### config.mk
export PLATFORM = sky130hd
export DESIGN_NAME = cgs_clock_gen_status
export DESIGN_NICKNAME = d
export VERILOG_FILES = /design/src/common/cgs_pkg.sv /design/src/cgs_clock_gen_status.sv
export SDC_FILE = /design/constraint.sdc
export NUM_CORES = 1
export LEC_CHECK = 0
export BUFFER_PORTS_ARGS = -buffer_cell sky130_fd_sc_hd__buf_2
export CAP_MARGIN = 25
export CORE_ASPECT_RATIO = 0.75
export CORE_UTILIZATION = 25
export DETAILED_ROUTE_END_ITERATION = 10
export PLACE_DENSITY = 0.5
export RECOVER_POWER = 50
export SETUP_SLACK_MARGIN = 0.1
export SYNTH_ARGS = -nofsm -noshare
export SYNTH_HDL_FRONTEND = slang
export SYNTH_SLANG_ARGS = --single-unit
export TNS_END_PERCENT = 1
### constraint.sdc
create_clock -name ref_clk_i -period 2.35 [get_ports ref_clk_i]
set_input_delay 0.235 -clock ref_clk_i [delete_from_list [all_inputs] [get_ports ref_clk_i]]
set_output_delay 0.235 -clock ref_clk_i [all_outputs]
set_load 0.1 [all_outputs]
### src/common/cgs_pkg.sv
// Package: register map, field layout, reset values and timing of the clock generator status block
package cgs_pkg;

   // ----------------------------------------------------------------
   // Register byte addresses
   // ----------------------------------------------------------------
   localparam logic [7:0] ADDR_STATUS = 8'h00;
   localparam logic [7:0] ADDR_CTRL   = 8'h04;
   localparam logic [7:0] ADDR_DIV    = 8'h08;

   // ----------------------------------------------------------------
   // Status register fields
   // ----------------------------------------------------------------
   localparam int LOL_BIT      = 7;
   localparam int LOCK_BIT     = 6;
   localparam int LOOP_ST_BIT  = 5;
   localparam int REF_ST_BIT   = 4;
   localparam int MODE_ST_LSB  = 2;
   localparam int FINE_TRIM_BIT = 0;

   // ----------------------------------------------------------------
   // Control register fields
   // ----------------------------------------------------------------
   localparam int MODE_SEL_LSB = 0;
   localparam int REF_SEL_BIT  = 2;
   localparam int LOOP_SEL_BIT = 3;
   localparam int IRQ_EN_BIT   = 4;
   localparam int DMX_BIT      = 5;
   localparam int DCO_RANGE_LSB = 6;
   localparam int EXTRA_DIV_BIT = 8;
   localparam int EXT_REF_BIT  = 9;
   localparam int LP_BIT       = 10;

   // ----------------------------------------------------------------
   // Divider register fields
   // ----------------------------------------------------------------
   localparam int TRIM_LSB     = 0;
   localparam int REF_DIV_LSB  = 8;
   localparam int VCO_DIV_LSB  = 12;

   // ----------------------------------------------------------------
   // Clock mode encodings and reset values
   // ----------------------------------------------------------------
   localparam logic [1:0] MODE_FLL = 2'h0;
   localparam logic [1:0] MODE_INT = 2'h1;
   localparam logic [1:0] MODE_EXT = 2'h2;
   localparam logic [1:0] MODE_PLL = 2'h3;
   localparam logic [7:0] TRIM_RST = 8'h80;
   localparam logic [2:0] REF_DIV_RST = 3'h0;
   localparam logic [3:0] VCO_DIV_RST = 4'h1;
   localparam logic       FINE_TRIM_DEBUG = 1'h0;

   // ----------------------------------------------------------------
   // Bus responses and timing
   // ----------------------------------------------------------------
   localparam logic [1:0] RESP_OKAY   = 2'h0;
   localparam logic [1:0] RESP_SLVERR = 2'h2;
   localparam int CLK_PERIOD_NS = 100;
   localparam int RELOCK_TIME_NS = 10000;
   localparam logic [7:0] RELOCK_CYCLES =
      8'((RELOCK_TIME_NS + CLK_PERIOD_NS - 1) / CLK_PERIOD_NS);

   // Selection carried across to the generator and back
   typedef struct packed {
      logic       loop_src;
      logic       ref_src;
      logic [1:0] clk_mode;
   } cgs_clk_sel_t;

   // Whole state of the block
   typedef struct packed {
      logic         awready;
      logic         wready;
      logic         arready;
      logic [7:0]   awaddr;
      logic [31:0]  wdata;
      logic [3:0]   wstrb;
      logic         bvalid;
      logic [1:0]   bresp;
      logic         rvalid;
      logic [31:0]  rdata;
      logic [1:0]   rresp;
      cgs_clk_sel_t sel;
      logic         irq_en;
      logic         dmx;
      logic [1:0]   dco_range;
      logic         extra_div;
      logic         ext_ref;
      logic         low_power;
      logic [7:0]   trim;
      logic [2:0]   ref_div;
      logic [3:0]   vco_div;
      logic         fine_trim;
      cgs_clk_sel_t fwd1;
      cgs_clk_sel_t fwd2;
      cgs_clk_sel_t bck1;
      cgs_clk_sel_t bck2;
      logic         lol;
      logic         lock;
      logic [7:0]   relock_cnt;
      logic         irq;
   } cgs_state_t;

endpackage

### src/cgs_clock_gen_status.sv
// Clock generator status and control registers behind an AXI4-Lite slave
`timescale 1ns/100ps

module cgs_clock_gen_status (
   // Clock and reset
   input  wire logic                  ref_clk_i,
   input  wire logic                  srst_i,
   // AXI4-Lite write address and data
   input  wire logic [7:0]            s_axi_awaddr_i,
   input  wire logic                  s_axi_awvalid_i,
   output logic                       s_axi_awready_o,
   input  wire logic [31:0]           s_axi_wdata_i,
   input  wire logic [3:0]            s_axi_wstrb_i,
   input  wire logic                  s_axi_wvalid_i,
   output logic                       s_axi_wready_o,
   // AXI4-Lite write response
   output logic [1:0]                 s_axi_bresp_o,
   output logic                       s_axi_bvalid_o,
   input  wire logic                  s_axi_bready_i,
   // AXI4-Lite read
   input  wire logic [7:0]            s_axi_araddr_i,
   input  wire logic                  s_axi_arvalid_i,
   output logic                       s_axi_arready_o,
   output logic [31:0]                s_axi_rdata_o,
   output logic [1:0]                 s_axi_rresp_o,
   output logic                       s_axi_rvalid_o,
   input  wire logic                  s_axi_rready_i,
   // Generator feedback and system state
   input  wire logic                  loop_locked_i,
   input  wire logic                  fll_active_i,
   input  wire logic                  pll_active_i,
   input  wire logic                  stop_mode_i,
   input  wire logic                  debug_mode_i,
   input  wire logic                  factory_trim_i,
   // Settings applied to the generator
   output cgs_pkg::cgs_clk_sel_t      gen_sel_o,
   output logic                       dco_max_setting_o,
   output logic [1:0]                 dco_range_select_o,
   output logic                       extra_ref_divider_o,
   output logic                       external_ref_select_o,
   output logic                       low_power_o,
   output logic [7:0]                 trim_o,
   output logic [2:0]                 reference_divider_o,
   output logic [3:0]                 vco_divider_o,
   output logic                       fine_trim_bit_o,
   // Status
   output logic                       lock_o,
   output logic                       loss_of_lock_flag_o,
   output logic                       loss_of_lock_irq_o
);

   cgs_pkg::cgs_state_t s;
   cgs_pkg::cgs_state_t next_s;

   logic        do_write;
   logic        lock_det_en;
   logic        in_lp;
   logic        fll_mode;
   logic        ext_fll;
   logic        int_fll;
   logic        pll_mode;
   logic        cfg_hit;
   logic        lol_set;
   logic        lol_clr;
   logic        restart;
   logic [7:0]  status_byte;

   // ----------------------------------------------------------------
   // Mode decode and status image
   // ----------------------------------------------------------------

   // Modes are judged from the state the generator reports back
   assign fll_mode    = ~s.bck2.loop_src;
   assign pll_mode    = s.bck2.loop_src;
   assign ext_fll     = fll_mode & ~s.bck2.ref_src;
   assign int_fll     = fll_mode & s.bck2.ref_src;
   assign lock_det_en = fll_active_i | pll_active_i;
   // Bypass clock modes with low power set, or stop
   assign in_lp = stop_mode_i | (s.low_power & ((s.bck2.clk_mode == cgs_pkg::MODE_INT) |
                                             (s.bck2.clk_mode == cgs_pkg::MODE_EXT)));

   // Loop, reference and mode status fields come only from the returned state, never the selects
   always_comb begin
      status_byte = 8'h00;
      status_byte[cgs_pkg::LOL_BIT] = s.lol;
      status_byte[cgs_pkg::LOCK_BIT] = s.lock;
      status_byte[cgs_pkg::LOOP_ST_BIT] = s.bck2.loop_src;
      status_byte[cgs_pkg::REF_ST_BIT] = s.bck2.ref_src;
      status_byte[cgs_pkg::MODE_ST_LSB +: 2] = s.bck2.clk_mode;
      status_byte[cgs_pkg::FINE_TRIM_BIT] = s.fine_trim;
   end

   // ----------------------------------------------------------------
   // Next state
   // ----------------------------------------------------------------

   // Whole block in one pass: bus, registers, crossing, lock tracking
   always_comb begin
      next_s = s;
      do_write = ~s.awready & ~s.wready & ~s.bvalid;
      lol_clr = 1'b0;

      // Address and data are taken independently, in either order
      if (s.awready && s_axi_awvalid_i) begin
         next_s.awaddr = s_axi_awaddr_i;
         next_s.awready = 1'b0;
      end
      if (s.wready && s_axi_wvalid_i) begin
         next_s.wdata = s_axi_wdata_i;
         next_s.wstrb = s_axi_wstrb_i;
         next_s.wready = 1'b0;
      end

      // Register write once both halves are held
      if (do_write) begin
         next_s.bvalid = 1'b1;
         next_s.bresp = cgs_pkg::RESP_OKAY;
         unique case (s.awaddr)
            cgs_pkg::ADDR_STATUS: begin
               // Only the flag and the fine trim bit are writable
               if (s.wstrb[0]) begin
                  lol_clr = s.wdata[cgs_pkg::LOL_BIT];
                  next_s.fine_trim = s.wdata[cgs_pkg::FINE_TRIM_BIT];
               end
            end
            cgs_pkg::ADDR_CTRL: begin
               if (s.wstrb[0]) begin
                  next_s.sel.clk_mode = s.wdata[cgs_pkg::MODE_SEL_LSB +: 2];
                  next_s.sel.ref_src = s.wdata[cgs_pkg::REF_SEL_BIT];
                  next_s.sel.loop_src = s.wdata[cgs_pkg::LOOP_SEL_BIT];
                  next_s.irq_en = s.wdata[cgs_pkg::IRQ_EN_BIT];
                  next_s.dmx = s.wdata[cgs_pkg::DMX_BIT];
                  next_s.dco_range = s.wdata[cgs_pkg::DCO_RANGE_LSB +: 2];
               end
               if (s.wstrb[1]) begin
                  next_s.extra_div = s.wdata[cgs_pkg::EXTRA_DIV_BIT];
                  next_s.ext_ref = s.wdata[cgs_pkg::EXT_REF_BIT];
                  next_s.low_power = s.wdata[cgs_pkg::LP_BIT];
               end
            end
            cgs_pkg::ADDR_DIV: begin
               if (s.wstrb[0]) begin
                  next_s.trim = s.wdata[cgs_pkg::TRIM_LSB +: 8];
               end
               if (s.wstrb[1]) begin
                  next_s.ref_div = s.wdata[cgs_pkg::REF_DIV_LSB +: 3];
                  next_s.vco_div = s.wdata[cgs_pkg::VCO_DIV_LSB +: 4];
               end
            end
            default: begin
               next_s.bresp = cgs_pkg::RESP_SLVERR;
            end
         endcase
      end

      // Response taken: reopen both write channels
      if (s.bvalid && s_axi_bready_i) begin
         next_s.bvalid = 1'b0;
         next_s.awready = 1'b1;
         next_s.wready = 1'b1;
      end

      // Read answered one cycle after the address is taken
      if (s.arready && s_axi_arvalid_i) begin
         next_s.arready = 1'b0;
         next_s.rvalid = 1'b1;
         next_s.rresp = cgs_pkg::RESP_OKAY;
         next_s.rdata = 32'h0000_0000;
         unique case (s_axi_araddr_i)
            cgs_pkg::ADDR_STATUS: next_s.rdata[7:0] = status_byte;
            cgs_pkg::ADDR_CTRL: begin
               next_s.rdata[cgs_pkg::MODE_SEL_LSB +: 2] = s.sel.clk_mode;
               next_s.rdata[cgs_pkg::REF_SEL_BIT] = s.sel.ref_src;
               next_s.rdata[cgs_pkg::LOOP_SEL_BIT] = s.sel.loop_src;
               next_s.rdata[cgs_pkg::IRQ_EN_BIT] = s.irq_en;
               next_s.rdata[cgs_pkg::DMX_BIT] = s.dmx;
               next_s.rdata[cgs_pkg::DCO_RANGE_LSB +: 2] = s.dco_range;
               next_s.rdata[cgs_pkg::EXTRA_DIV_BIT] = s.extra_div;
               next_s.rdata[cgs_pkg::EXT_REF_BIT] = s.ext_ref;
               next_s.rdata[cgs_pkg::LP_BIT] = s.low_power;
            end
            cgs_pkg::ADDR_DIV: begin
               next_s.rdata[cgs_pkg::TRIM_LSB +: 8] = s.trim;
               next_s.rdata[cgs_pkg::REF_DIV_LSB +: 3] = s.ref_div;
               next_s.rdata[cgs_pkg::VCO_DIV_LSB +: 4] = s.vco_div;
            end
            default: next_s.rresp = cgs_pkg::RESP_SLVERR;
         endcase
      end
      if (s.rvalid && s_axi_rready_i) begin
         next_s.rvalid = 1'b0;
         next_s.arready = 1'b1;
      end

      // Two flops forward into the generator, two back to status
      next_s.fwd1 = s.sel;
      next_s.fwd2 = s.fwd1;
      next_s.bck1 = s.fwd2;
      next_s.bck2 = s.bck1;

      // Settings whose change forces the loop to prove lock again
      cfg_hit = (next_s.sel.loop_src != s.sel.loop_src) |
                (fll_mode & ((next_s.dmx != s.dmx) | (next_s.dco_range != s.dco_range) |
                             (next_s.sel.ref_src != s.sel.ref_src))) |
                (ext_fll & (next_s.extra_div != s.extra_div)) |
                (int_fll & (next_s.trim != s.trim)) |
                ((ext_fll | pll_mode) & (next_s.ref_div != s.ref_div)) |
                (pll_mode & (next_s.vco_div != s.vco_div));

      // Lock needs the detector high for a full relock window
      restart = ~lock_det_en | in_lp | cfg_hit | ~loop_locked_i;
      if (restart) begin
         next_s.relock_cnt = 8'h00;
      end else if (s.relock_cnt != cgs_pkg::RELOCK_CYCLES) begin
         next_s.relock_cnt = s.relock_cnt + 8'h01;
      end
      next_s.lock = (next_s.relock_cnt == cgs_pkg::RELOCK_CYCLES);

      // Commanded unlock is not a loss; a new loss beats a clear
      lol_set = s.lock & lock_det_en & ~loop_locked_i & ~in_lp;
      next_s.lol = lol_set | (s.lol & ~lol_clr);
      next_s.irq = next_s.lol & next_s.irq_en;
   end

   // ----------------------------------------------------------------
   // State register
   // ----------------------------------------------------------------

   // Fine trim is caught while reset is held, from the strap level, or from FINE_TRIM_DEBUG in debug mode
   always_ff @(posedge ref_clk_i) begin
      if (srst_i) begin
         s <= '0;
         s.awready <= 1'b1;
         s.wready <= 1'b1;
         s.arready <= 1'b1;
         s.sel.ref_src <= 1'b1;
         s.fwd1.ref_src <= 1'b1;
         s.fwd2.ref_src <= 1'b1;
         s.bck1.ref_src <= 1'b1;
         s.bck2.ref_src <= 1'b1;
         s.trim <= cgs_pkg::TRIM_RST;
         s.ref_div <= cgs_pkg::REF_DIV_RST;
         s.vco_div <= cgs_pkg::VCO_DIV_RST;
         s.fine_trim <= debug_mode_i ? cgs_pkg::FINE_TRIM_DEBUG : factory_trim_i;
      end else begin
         s <= next_s;
      end
   end

   // ----------------------------------------------------------------
   // Outputs, all from the state register
   // ----------------------------------------------------------------
   assign s_axi_awready_o       = s.awready;
   assign s_axi_wready_o        = s.wready;
   assign s_axi_bresp_o         = s.bresp;
   assign s_axi_bvalid_o        = s.bvalid;
   assign s_axi_arready_o       = s.arready;
   assign s_axi_rdata_o         = s.rdata;
   assign s_axi_rresp_o         = s.rresp;
   assign s_axi_rvalid_o        = s.rvalid;
   assign gen_sel_o             = s.fwd2;
   assign dco_max_setting_o     = s.dmx;
   assign dco_range_select_o    = s.dco_range;
   assign extra_ref_divider_o   = s.extra_div;
   assign external_ref_select_o = s.ext_ref;
   assign low_power_o           = s.low_power;
   assign trim_o                = s.trim;
   assign reference_divider_o   = s.ref_div;
   assign vco_divider_o         = s.vco_div;
   assign fine_trim_bit_o       = s.fine_trim;
   assign lock_o                = s.lock;
   assign loss_of_lock_flag_o   = s.lol;
   assign loss_of_lock_irq_o    = s.irq;
endmodule

==> qor.txt <==
synthesized area - 4660 um^2
Iteration-0 DRC Markers - 312
Setup Crit Path Kind - reg -> reg
Req. time, crit path - 2.51 ns
path depth of the worst reg2reg path - 5
CTS Sinks - 101
WL/cell - 14.9 um
setup slack after layout - 0.277 ns
most common cell after layout, fill and taps aside - nand2_1
relative slew slack - -27.8%
post-DP HPWL - 9380 um
setup violators final - 0
core area - 17900 um^2
CP Buf/Inv Count - 0
Routed Antenna Nets - 0
H-tree Lvls - 3
Largest stage delay, worst path - 0.63 ns
CP Cell Sequence - or4_4 -> nor4_4 -> a31oi_1 -> a31oi_1 -> nor2_1
status - finished, violations left
Crit Path Max Fanout - 5
ANT cells - 0
CP Capture Type - flop
Starting Density - 26.0%
yosys synthesis warning count - 0
DR DRC count - 0
pre-CTS WS - 0.338 ns
I/O pins - 135
failing checks - capacitance limit, slew limit
Mean Syn Cell Area - 8.49 um^2
Synth Register Bits - 101
drt total wl - 12600 um
Clock transition at path regs - 0.07 ns
die area - 19200 um^2
max frequency - 482 MHz
number of cells on the worst hold path - 2
Cell Rows - 42
Hold Buf Count CTS - 0
first-pass GRT wire length - 20100 um
CP max stage cell - or4_4
Post-synth EDFFs - 1
# nets final - 666
RSZ-0062 raised after global routing - false
Vias/cell - 4.40
Total Neg Setup Slack - 0 ns
Final Hold Fails - 0
clock buffer depth - 2
routability cong. - 0.840
Worst Setup Start Kind - flop
sequential share of the synthesized area - 43.6%
area leader, netlist - dfxtp_1
Congestion Overflow GR - 0
first drt pass iteration count - 4
leak pwr - 1.97 nW
via count - 3722
VDD IR max - 0.000324 V
Hold EP - s_axi_wready_o
Post-synth ARST share - 0%
Tot Pwr - 3.83 mW
min-delay src - s_axi_wvalid_i
cell count after synthesis - 549
clk_lat worst skew - 0.34 ns
r2r startpoint - s[132]
vias in the first global route - 3555
Root Driver - clkbuf_16
most frequent cells in the layout - nand2_1 (105), dfxtp_1 (100), buf_2 (71)
share of layout cells above drive strength 1 - 18.9%
worst-margin pin slew - 1.92 ns
Maximum Capacitance Violations - 1
Num CTS Buffers - 9
ys flop type - dfxtp_1
Critical Path AT - 2.23 ns
P&R area growth vs syn - 14.4%
CP top delay family - simple AND/OR/NAND/NOR gates
antenna violations before repair - 0
Tcrit/Tclk final - 88.2%
most used cell, CP - a31oi_1
skew final - 0.00855 ns
worst hold path type - in -> reg
r2r endpoint - loss_of_lock_flag_o
die span in x - 160 um
CTS tree - yes
synth unique cells - 55
Slew Limit Fails - 94
PwrDens - 718 nW/um^2
port bufs - 96
largest net degree at the start of global routing - 94
chip height - 120 um
GRT Util Overall - 13.5%
R2R Setup Slk - 0.28 ns
critical path launch point - s[132]
Min Clock Period, post-route - 2.07 ns
Synth top area share - 43.0%
Area contributors post-synth - dfxtp_1 (43%), buf_4 (9.3%), nand2_1 (8.5%), a21oi_1 (5.5%), xnor2_1 (4.7%)
## registers in the layout, summed over array words and instances (netlist names), 2 cells and up
signal / cells
dco_range_select_o: 2
gen_sel_o: 4
trim_o: 8
s_axi_rdata_o: 15
vco_divider_o: 4
reference_divider_o: 3
next_s: 12
s: 37
## power breakdown
| group | total (mW) | switching, mW | internal [mW] |
|---|---|---|---|
| clock | 1.57 | 0.646 | 0.924 |
| sequential | 1.79 | 0.0430 | 1.75 |
| combinational | 0.464 | 0.361 | 0.103 |
## synthesized netlist by cell type, drive strengths merged, types with 3 or more instances
library cell and number:
o21ai 13, nor2 28, or2 5, nor4b 3
nand3 15, nor2b 16, nor3 9, dfxtp 100
a22oi 15, nand2b 3, nand2 106, mux2i 11
nand3b 4, xnor2 25, nand4 7, nor4 11
buf 63, clkbuf 22, inv 9, a21oi 52
## metrics by stage
step                hold WS [ns]  utilization, %  cells  area [um^2]
CTS                        0.102            30.0    846         5370
floorplan                  0.335               -    567         4730
global placement           0.392            28.2    830         5050
finish                     0.107            29.7    846         5330
detailed placement         0.396            28.2    830         5050
global route               0.101            29.7    846         5330
## layout make-up
class,instances,area (um^2)
Fill cell,1972,12600
Multi-Input combinational cell,372,2120
Sequential cell,101,2030
Timing Repair Buffer,106,522
Tap cell,242,303
Clock buffer,12,268
Clock inverter,4,52.6
Inverter,9,33.8
## cell families after synthesis
group	after synthesis	share of synthesized area (%)
DFF	101	43.6
adders and majority gates	2	0.537
and+or+nand+nor	219	23.8
other	1	0.0805
buffers and inverters	94	12.5
AOI/OAI and AO/OA	93	11.8
xor gates and xnor gates	27	5.08
muxes	12	2.60
## how the worst max path moves through the flow
stage                                     end  slack, ns  cells after the start
after floorplan                        lock_o       0.12                      6
after global placement    loss_of_lock_flag_o       0.37                      5
after detailed placement                 s[3]       0.34                      5
after CTS                                s[3]       0.32                      5
after global routing          fine_trim_bit_o       0.14                      4
final                     loss_of_lock_flag_o       0.28                      5
## worst register-to-register path, cell delays in order, from the launching register on
cell and delay, ns:
dfxtp_1 0.31, or4_4 0.63, nor4_4 0.42, a31oi_1 0.20, a31oi_1 0.27, nor2_1 0.06
## repair_timing
action	4_1_cts	5_1_grt
buffers inserted	0	0
endpoints found under the setup margin	0	1
gates resized for setup	0	1
## per-layer routing
layer / vias to the layer above / routed length, um / GRT usage [%]
li1: 1885 / - / -
met1: 1727 / 6830 / 21.0
met2: 108 / 4870 / 17.7
met3: 2 / 865 / 3.88
met4: 0 / 46 / 3.37
met5: - / 0 / 0
No activity file was read; power rests on OpenSTA's default activity.
